`config.mk`:
```
export PLATFORM = sky130hd
export DESIGN_NAME = fss_regbank
export DESIGN_NICKNAME = d
export VERILOG_FILES = /design/src/common/fss_pkg.sv /design/src/fss_regbank.sv
export VERILOG_INCLUDE_DIRS = /design/src /design/src/common
export SDC_FILE = /design/constraint.sdc
export NUM_CORES = 2
export LEC_CHECK = 0
export CAP_MARGIN = 0
export CORE_MARGIN = 1.5
export CORE_UTILIZATION = 60
export DETAILED_ROUTE_END_ITERATION = 16
export DONT_BUFFER_PORTS = 1
export PLACE_DENSITY = 0.85
export SYNTH_ARGS = -nofsm -noshare
export SYNTH_HDL_FRONTEND = slang
export SYNTH_SLANG_ARGS = --single-unit
```
`constraint.sdc`:
```
create_clock -name i_mclk -period 18.6 [get_ports i_mclk]
set_input_delay 2.79 -clock i_mclk [delete_from_list [all_inputs] [get_ports i_mclk]]
set_output_delay 2.79 -clock i_mclk [all_outputs]
set_load 0.01 [all_outputs]
```
`src/common/fss_regs.svh`:
```
// Register offsets, field positions and counts of the frame sync / status register bank
`ifndef FSS_REGS_SVH
`define FSS_REGS_SVH
`define FSS_OFF_SYNC 8'h7F
`define FSS_OFF_GR_AVG_HI 8'h80
`define FSS_OFF_GR_AVG_LO 8'h81
`define FSS_OFF_GB_AVG_HI 8'h82
`define FSS_OFF_GB_AVG_LO 8'h83
`define FSS_OFF_R_AVG_HI 8'h84
`define FSS_OFF_R_AVG_LO 8'h85
`define FSS_OFF_B_AVG_HI 8'h86
`define FSS_OFF_B_AVG_LO 8'h87
`define FSS_OFF_ALL_AVG_HI 8'h88
`define FSS_OFF_ALL_AVG_LO 8'h89
`define FSS_OFF_REPL_CNT 8'hA0
`define FSS_OFF_CUR_ROW 8'hA1
`define FSS_OFF_NOISE_HI 8'hA2
`define FSS_OFF_NOISE_LO 8'hA3
`define FSS_OFF_ACT_ROW_HI 8'hA4
`define FSS_OFF_ACT_ROW_LO 8'hA5
`define FSS_OFF_ACT_COL_HI 8'hA6
`define FSS_OFF_ACT_COL_LO 8'hA7
`define FSS_OFF_CPR_HI 8'hA8
`define FSS_OFF_CPR_LO 8'hA9
`define FSS_OFF_TINT_HI 8'hAA
`define FSS_OFF_TINT_LO 8'hAB
`define FSS_SYNC_ENABLE_BIT 7
`define FSS_SYNC_UPDATE_BIT 6
`define FSS_SYNC_VBLANK_BIT 5
`define FSS_SYNC_RESET 8'h00
`define FSS_NOISE_PIXELS 8'hD6
`define FSS_REPL_MAX 8'hFF
`define FSS_FRAC_BITS 4
`endif

```
`src/common/fss_pkg.sv`:
```
// Types shared by the frame sync / status register bank
package fss_pkg;
  typedef enum logic [1:0] {
    FSS_GREEN_RED,
    FSS_RED,
    FSS_BLUE,
    FSS_GREEN_BLUE
  } fss_color_t;

  typedef struct packed {
    logic valid;
    logic in_roi;
    fss_color_t color;
    logic [11:0] data;
  } fss_pix_t;

  typedef struct packed {
    logic wr_en;
    logic rd_en;
    logic [7:0] addr;
    logic [7:0] wdata;
  } fss_reg_req_t;

  typedef enum {
    FSS_DIV_IDLE,
    FSS_DIV_RUN
  } fss_div_state_t;
endpackage

```
`src/fss_regbank.sv`:
```
// Frame-synchronised shadow configuration and frame statistics register bank
// Operation
// - Shadow disabled: writes go straight to active
// - Shadow enabled: hold writes until update and sync
// - Commit only at frame sync, before frame
// - Update bit requests commit, self-clears after
// - Shadow enable bit self-clears at commit
// - Reads return active value, never shadow
// - Sync bit 5 reads vertical blanking
// - Averages are 12.4 unsigned, high/low bytes
// - Separate region averages per colour plus overall
// - Averages latched at active end, refreshed 190 cycles later, always valid
// - Replaced pixel count saturates at 255
// - Current row shows row counter upper bits
// - Row zero is frame start, high is blanking
// - Dark noise variance over 214 dark pixels
// - Active rows and columns as 12 bits
// - Clocks per row 12 bits, wraps to zero
// - Integration time latched before each frame
`timescale 1ns/10ps
`include "fss_regs.svh"
module fss_regbank #(
  parameter int N_CFG = 16,
  parameter logic [7:0] CFG_BASE = 8'h00,
  parameter int CNT_W = 22,
  parameter int SUM_W = 34
) (
  input wire logic i_mclk,
  input wire logic i_srst,
  input wire fss_pkg::fss_reg_req_t i_req,
  output logic [7:0] o_rdata,
  output logic o_rd_valid,
  output logic [N_CFG-1:0][7:0] o_cfg_active,
  input wire logic i_frame_sync,
  input wire logic i_vblank,
  input wire fss_pkg::fss_pix_t i_pix,
  input wire logic i_active_end,
  input wire logic i_dark_valid,
  input wire logic [11:0] i_dark_data,
  input wire logic [11:0] i_black_level,
  input wire logic i_pix_replaced,
  input wire logic [10:0] i_row_cnt,
  input wire logic i_row_start,
  input wire logic [11:0] i_active_rows,
  input wire logic [11:0] i_active_cols,
  input wire logic [11:0] i_tint_ae
);
  import fss_pkg::*;

  localparam int DW = SUM_W + `FSS_FRAC_BITS;
  localparam int QW = $clog2(DW);

  function automatic logic is_cfg(input logic [7:0] a);
    return (a >= CFG_BASE) && ({1'b0, a} < ({1'b0, CFG_BASE} + 9'(N_CFG)));
  endfunction

  logic wr_sync, wr_cfg, commit;
  logic [7:0] cfg_idx;
  assign wr_sync = i_req.wr_en && (i_req.addr == `FSS_OFF_SYNC);
  assign wr_cfg = i_req.wr_en && is_cfg(i_req.addr);
  assign cfg_idx = i_req.addr - CFG_BASE;

  // Sync control bits
  logic enable_q, update_q;
  assign commit = i_frame_sync && update_q;

  always_ff @(posedge i_mclk) begin
    if (i_srst) begin
      {enable_q, update_q} <= 2'(`FSS_SYNC_RESET >> `FSS_SYNC_UPDATE_BIT);
    end else if (wr_sync) begin
      // A host write landing on the commit cycle wins over the self-clear
      enable_q <= i_req.wdata[`FSS_SYNC_ENABLE_BIT];
      update_q <= i_req.wdata[`FSS_SYNC_UPDATE_BIT];
    end else if (commit) begin
      enable_q <= 1'b0;
      update_q <= 1'b0;
    end
  end

  // Shadow and active copies of the configuration registers
  logic [N_CFG-1:0][7:0] shadow_q, active_q;
  logic [N_CFG-1:0] pending_q;

  genvar g;
  generate
    for (g = 0; g < N_CFG; g++) begin : g_cfg
      logic hit;
      assign hit = wr_cfg && (cfg_idx == 8'(g));
      always_ff @(posedge i_mclk) begin
        if (i_srst) begin
          shadow_q[g] <= 8'h00;
          active_q[g] <= 8'h00;
          pending_q[g] <= 1'b0;
        end else begin
          if (hit) begin
            shadow_q[g] <= i_req.wdata;
          end
          if (hit && !enable_q) begin
            active_q[g] <= i_req.wdata;
            pending_q[g] <= 1'b0;
          end else if (hit) begin
            pending_q[g] <= 1'b1;
          end else if (commit && pending_q[g]) begin
            active_q[g] <= shadow_q[g];
            pending_q[g] <= 1'b0;
          end
        end
      end
    end
  endgenerate
  assign o_cfg_active = active_q;

  // Per-colour region accumulators, index 4 is all region pixels
  logic [4:0][SUM_W-1:0] sum_q, sum_lat_q;
  logic [4:0][CNT_W-1:0] cnt_q, cnt_lat_q;
  logic take;
  assign take = i_pix.valid && i_pix.in_roi;

  generate
    for (g = 0; g < 5; g++) begin : g_acc
      logic hit;
      assign hit = take && ((g == 4) || (i_pix.color == fss_color_t'(2'(g))));
      always_ff @(posedge i_mclk) begin
        if (i_srst || i_frame_sync) begin
          sum_q[g] <= '0;
          cnt_q[g] <= '0;
        end else if (hit) begin
          sum_q[g] <= sum_q[g] + SUM_W'(i_pix.data);
          cnt_q[g] <= cnt_q[g] + CNT_W'(1);
        end
      end
    end
  endgenerate

  // One serial divider shared by the five channels; all results publish together
  fss_div_state_t div_st_q;
  logic [2:0] ch_q;
  logic [QW-1:0] bit_q;
  logic [CNT_W:0] rem_q;
  logic [DW-1:0] quo_q;
  logic [4:0][15:0] res_q, avg_q;
  logic [DW-1:0] dividend;
  logic [CNT_W:0] rem_sh;
  logic ge;
  assign dividend = {sum_lat_q[ch_q], `FSS_FRAC_BITS'(0)};
  assign rem_sh = {rem_q[CNT_W-1:0], dividend[bit_q]};
  assign ge = rem_sh >= {1'b0, cnt_lat_q[ch_q]};

  always_ff @(posedge i_mclk) begin
    if (i_srst) begin
      div_st_q <= FSS_DIV_IDLE;
      ch_q <= 3'h0;
      bit_q <= '0;
      rem_q <= '0;
      quo_q <= '0;
      sum_lat_q <= '0;
      cnt_lat_q <= '0;
      res_q <= '0;
      avg_q <= '0;
    end else begin
      case (div_st_q)
        FSS_DIV_IDLE: begin
          if (i_active_end) begin
            sum_lat_q <= sum_q;
            cnt_lat_q <= cnt_q;
            ch_q <= 3'h0;
            bit_q <= QW'(DW - 1);
            rem_q <= '0;
            quo_q <= '0;
            div_st_q <= FSS_DIV_RUN;
          end
        end
        FSS_DIV_RUN: begin
          rem_q <= ge ? rem_sh - {1'b0, cnt_lat_q[ch_q]} : rem_sh;
          quo_q[bit_q] <= ge;
          if (bit_q != '0) begin
            bit_q <= bit_q - QW'(1);
          end else begin
            // Empty region reads zero; oversized quotient saturates
            if (cnt_lat_q[ch_q] == '0) begin
              res_q[ch_q] <= 16'h0000;
            end else if (quo_q[DW-1:16] != '0) begin
              res_q[ch_q] <= 16'hFFFF;
            end else begin
              res_q[ch_q] <= {quo_q[15:1], ge};
            end
            rem_q <= '0;
            quo_q <= '0;
            bit_q <= QW'(DW - 1);
            if (ch_q == 3'h4) begin
              div_st_q <= FSS_DIV_IDLE;
            end else begin
              ch_q <= ch_q + 3'h1;
            end
          end
        end
        default: div_st_q <= FSS_DIV_IDLE;
      endcase
      // Previous averages stay readable until the whole set is ready
      if (div_st_q == FSS_DIV_RUN && ch_q == 3'h4 && bit_q == '0) begin
        avg_q <= {(cnt_lat_q[4] == '0) ? 16'h0000 :
                  (quo_q[DW-1:16] != '0) ? 16'hFFFF : {quo_q[15:1], ge}, res_q[3:0]};
      end
    end
  end

  // Replaced pixels per frame
  logic [7:0] repl_q;
  always_ff @(posedge i_mclk) begin
    if (i_srst || i_frame_sync) begin
      repl_q <= 8'h00;
    end else if (i_pix_replaced && repl_q != `FSS_REPL_MAX) begin
      repl_q <= repl_q + 8'h01;
    end
  end

  // Dark noise variance against the previous frame's black level
  logic [11:0] black_prev_q;
  logic [7:0] noise_n_q;
  logic [15:0] noise_acc_q, noise_q;
  logic [12:0] diff, mag;
  logic [25:0] sq;
  assign diff = {1'b0, i_dark_data} - {1'b0, black_prev_q};
  assign mag = diff[12] ? -diff : diff;
  assign sq = 26'(mag) * 26'(mag);

  always_ff @(posedge i_mclk) begin
    if (i_srst) begin
      black_prev_q <= 12'h000;
      noise_n_q <= 8'h00;
      noise_acc_q <= 16'h0000;
      noise_q <= 16'h0000;
    end else if (i_frame_sync) begin
      black_prev_q <= i_black_level;
      noise_n_q <= 8'h00;
      noise_acc_q <= 16'h0000;
    end else if (i_dark_valid && noise_n_q != `FSS_NOISE_PIXELS) begin
      noise_acc_q <= noise_acc_q + sq[15:0];
      noise_n_q <= noise_n_q + 8'h01;
      if (noise_n_q == `FSS_NOISE_PIXELS - 8'h01) begin
        noise_q <= noise_acc_q + sq[15:0];
      end
    end
  end

  // Row position, mode sizes, clocks per row and exposure
  logic [7:0] row_q;
  logic [11:0] act_rows_q, act_cols_q, cpr_cnt_q, cpr_q, tint_q;
  always_ff @(posedge i_mclk) begin
    if (i_srst) begin
      row_q <= 8'h00;
      act_rows_q <= 12'h000;
      act_cols_q <= 12'h000;
    end else begin
      row_q <= i_row_cnt[10:3];
      act_rows_q <= i_active_rows;
      act_cols_q <= i_active_cols;
    end
  end

  always_ff @(posedge i_mclk) begin
    if (i_srst) begin
      cpr_cnt_q <= 12'h000;
      cpr_q <= 12'h000;
    end else if (i_row_start) begin
      cpr_q <= cpr_cnt_q + 12'h001;
      cpr_cnt_q <= 12'h000;
    end else begin
      cpr_cnt_q <= cpr_cnt_q + 12'h001;
    end
  end

  always_ff @(posedge i_mclk) begin
    if (i_srst) begin
      tint_q <= 12'h000;
    end else if (i_frame_sync) begin
      tint_q <= i_tint_ae;
    end
  end

  // Read port
  logic [7:0] rd_d;
  always_comb begin
    rd_d = 8'h00;
    if (is_cfg(i_req.addr)) begin
      rd_d = active_q[cfg_idx];
    end else begin
      case (i_req.addr)
        `FSS_OFF_SYNC: rd_d = {enable_q, update_q, i_vblank, 5'h00};
        `FSS_OFF_GR_AVG_HI: rd_d = avg_q[0][15:8];
        `FSS_OFF_GR_AVG_LO: rd_d = avg_q[0][7:0];
        `FSS_OFF_R_AVG_HI: rd_d = avg_q[1][15:8];
        `FSS_OFF_R_AVG_LO: rd_d = avg_q[1][7:0];
        `FSS_OFF_B_AVG_HI: rd_d = avg_q[2][15:8];
        `FSS_OFF_B_AVG_LO: rd_d = avg_q[2][7:0];
        `FSS_OFF_GB_AVG_HI: rd_d = avg_q[3][15:8];
        `FSS_OFF_GB_AVG_LO: rd_d = avg_q[3][7:0];
        `FSS_OFF_ALL_AVG_HI: rd_d = avg_q[4][15:8];
        `FSS_OFF_ALL_AVG_LO: rd_d = avg_q[4][7:0];
        `FSS_OFF_REPL_CNT: rd_d = repl_q;
        `FSS_OFF_CUR_ROW: rd_d = row_q;
        `FSS_OFF_NOISE_HI: rd_d = noise_q[15:8];
        `FSS_OFF_NOISE_LO: rd_d = noise_q[7:0];
        `FSS_OFF_ACT_ROW_HI: rd_d = {4'h0, act_rows_q[11:8]};
        `FSS_OFF_ACT_ROW_LO: rd_d = act_rows_q[7:0];
        `FSS_OFF_ACT_COL_HI: rd_d = {4'h0, act_cols_q[11:8]};
        `FSS_OFF_ACT_COL_LO: rd_d = act_cols_q[7:0];
        `FSS_OFF_CPR_HI: rd_d = {4'h0, cpr_q[11:8]};
        `FSS_OFF_CPR_LO: rd_d = cpr_q[7:0];
        `FSS_OFF_TINT_HI: rd_d = {4'h0, tint_q[11:8]};
        `FSS_OFF_TINT_LO: rd_d = tint_q[7:0];
        default: rd_d = 8'h00;
      endcase
    end
  end

  always_ff @(posedge i_mclk) begin
    if (i_srst) begin
      o_rdata <= 8'h00;
      o_rd_valid <= 1'b0;
    end else begin
      o_rdata <= i_req.rd_en ? rd_d : o_rdata;
      o_rd_valid <= i_req.rd_en;
    end
  end
endmodule // fss_regbank

```
==> impl_metrics.toml <==
[run_status]
outcome = "finished, violations left"
violations = "slew limit"

[worst_setup_path]
rr_endpoint = "noise_acc_q[15]"
r2r_start = "black_prev_q[0]"
crit_arrival_ps = 10990
end_kind = "flop"
required_ps = 19230
critPathSlowestCell = "xor2_1"
rr_worst_depth = 31
cp_slowest_stage_delay_ps = 630
crit_type = "in -> reg"
crit_path_frequent_cell = "fa_1"
r2r_setup_slack_ps = 9990
worstSetupStartpointType = "input port"
crit_fanout = 9

[detailed_routing]
ant_nets = 0
wire_per_inst_um = 20.0
vias_per_cell = 6.21
dr_total_vias = 49500
drt_iter0_drc = 6209
firstDrtPassIters = 9
route.detailed.drc = 0
routed_wl_um = 160000

[global_routing]
grt_max_degree = 831
grt_overflow = 0
grtUsageTotal_pct = 32.3
antenna_found_initial = 16
grt_pass1_wl_um = 249000
grt_pass1_vias = 46200

[final_layout]
final_layout_size_suffix_gt1_share_pct = 5.55
postLayoutCellArea_um2 = 60700
synthToLayoutAreaGrowth_pct = 7.93
fillers = 7372
multi_input_area_um2 = 30200
area.sequential_um2 = 23700
fin_nets = 6960

[clock_network]
cts_made_buffers = 115
cts_tree = "built"
htreeDepth = 3
clock_path_buffers = 3
cts_root_buf = "clkbuf_16"
cts_resized = 0
clk_pin_slew_ps = 60
cts_setup_buffers = 0
postCtsHoldBufs = 0
cts_sinks = 1184
clock_latency_ps = 750

[min_path]
holdPathStages = 2
hp-start = "res_q[63]"
hold_end = "avg_q[63]"
hold_path.class = "reg -> reg"

[die]
die_h_um = 309
core_um2 = 93000
die_area_um2 = 95500
num_rows = 112
io_pins = 250
die_x_um = 309
start_util_pct = 60.4

[synthesis]
ys_types = 94
netlist_area_um2 = 56200
synth_top_area_cell = "dfxtp_1"
ys_dominant_reg_cell = "dfxtp_1"
ys_ff_latch = 1184
synth_area_leaders = "dfxtp_1 42%, nand2_1 10%, a21oi_1 7.7%"
ys_seq_area_share_pct = 42.2
synth_edf_count = 0
synth-warning-count = 0
synthArstFlopShare_pct = 0
synth_commonest_cells = "1564 x nand2_1, 1184 x dfxtp_1, 860 x a21oi_1"
postSynthAreaPerCell_um2 = 8.19
yosysMostFrequentCell = "nand2_1"
synthCells = 6866
synth_top_area_share_pct = 42.2

[placement]
place_area_um2 = 56600
gp_congestion = 0.955
io_buffers = 0
dp_hpwl_um = 106000

[timing]
setup_viol = 0
rsz0062_at_grt = "no"
setup_tns_ps = 0
finalCriticalPeriod_ps = 10360
fin_worst_skew_ps = 85.9
hold_slack_ps = 424
finalHoldViolations = 0
fin_crit_sh_pct = 55.7
fmax_mhz = 96.5
slew_viol_final = 66
worstMarginPinSlew_ps = 1540
relSlewSlack_pct = -2.92

[flow_run]
cap_viol_max_count = 0

[power]
total_leakage_power_uw = 0.0210
powerDensity_nw_per_um2 = 146
vdd_ir_drop_max_uv = 708
[final cells by class]
class,instances,share of cell area (%)
Sequential cell,1184,39.1
Antenna cell,14,0.0578
Clock inverter,57,1.42
Inverter,191,1.18
Clock buffer,151,5.28
Multi-Input combinational cell,5074,49.8
Tap cell,1254,2.59
Timing Repair Buffer,45,0.578
[state kept, by name (all words and copies together), names as in the netlist, 16 cells and up]
| register | cells |
|---|---|
| rem_q | 22 |
| avg_q | 80 |
| noise_q | 16 |
| noise_acc_q | 16 |
| o_cfg_active | 128 |
| cnt_q | 110 |
| res_q | 64 |
| quo_q | 37 |
| cnt_lat_q | 110 |
| sum_lat_q | 170 |
| sum_q | 170 |
| shadow_q | 128 |
| pending_q | 16 |
[power breakdown]
part	internal, µW	switching, µW	total, µW
Sequential	2560	21.8	2590
Clock	1440	1050	2490
Combinational	1590	2180	3770
Total	5600	3250	8850
[cells in the final DEF, fill, tap and decap left out, types with 17 or more instances in the layout]
master and count:
o211ai_1 17, a2111oi_0 19, nand4_1 61, or3_1 51, clkbuf_8 19, a211oi_1 48
xor2_1 155, mux2i_1 104, clkbuf_16 115, nor2_1 567, a21o_1 33, a31oi_1 17
a22oi_1 135, xnor2_1 152, nor2b_1 63, o22ai_1 38, and4_1 30, nor4_1 20
a21oi_1 860, a22o_1 22, o21ai_0 126, nor3b_1 17, o21a_1 18, inv_1 186
fa_1 84, buf_4 44, and3_1 67, nor3_1 88, clkbuf_1 17, nand2b_1 20
clkinv_2 24, mux4_2 55, and2_1 24, nand3_1 205, nand2_1 1564, ha_1 152
dfxtp_1 1181, o221ai_1 39, mux2_2 28
[how the worst max path moves through the flow]
stage,to,startpoint,slack (ps),cells after the start
after global placement,noise_acc_q[15],i_dark_data[0],7690,32
final,noise_acc_q[15],i_dark_data[0],8240,32
after CTS,noise_acc_q[15],i_dark_data[0],8320,32
after global routing,noise_q[15],i_dark_data[0],7690,32
after floorplan,noise_q[15],i_dark_data[1],8580,29
after detailed placement,noise_acc_q[15],i_dark_data[0],7580,32
[critical path: cells and delay by family]
family | cells | cell delay (ps)
fa+ha+maj | 9 | 3500
compound gates | 11 | 2500
xor+xnor | 2 | 830
simple gates | 4 | 690
buf+inv | 6 | 680
[routing by layer]
layer,vias to the layer above,part of all wire [%],global-route usage [%]
met3,552,9.5,6.34
met4,12,6.2,18.5
met5,-,0.048,0
met1,23500,38,39.5
li1,23100,-,-
met2,2377,46,53.2
[kinds of logic after synthesis]
group           count (synthesis)  synth area share [%]
mux                           187                  4.62
flops                        1184                  42.2
fa+ha+maj                     236                  6.38
other cells                     2                0.0134
buf+inv                       609                  4.17
simple gates                 2846                  22.0
xor+xnor                      309                  4.84
compound gates               1493                  15.9
[per-stage QoR]
| step | worst slack [ps] | utilization (%) | std cells | power [µW] |
|---|---|---|---|---|
| 5_1_grt | 7690 | 65.2 | 7960 | 9500 |
| 4_1_cts | 8320 | 65.2 | 7956 | 8880 |
| 2_1_floorplan | 8580 | - | 6867 | 5710 |
| 3_3_place_gp | 7690 | 60.8 | 7748 | 6250 |
| 6_report | 8240 | 65.2 | 7970 | 8850 |
| 3_5_place_dp | 7580 | 60.8 | 7748 | 6400 |
Note: power is estimated with default switching activity, not from simulation.
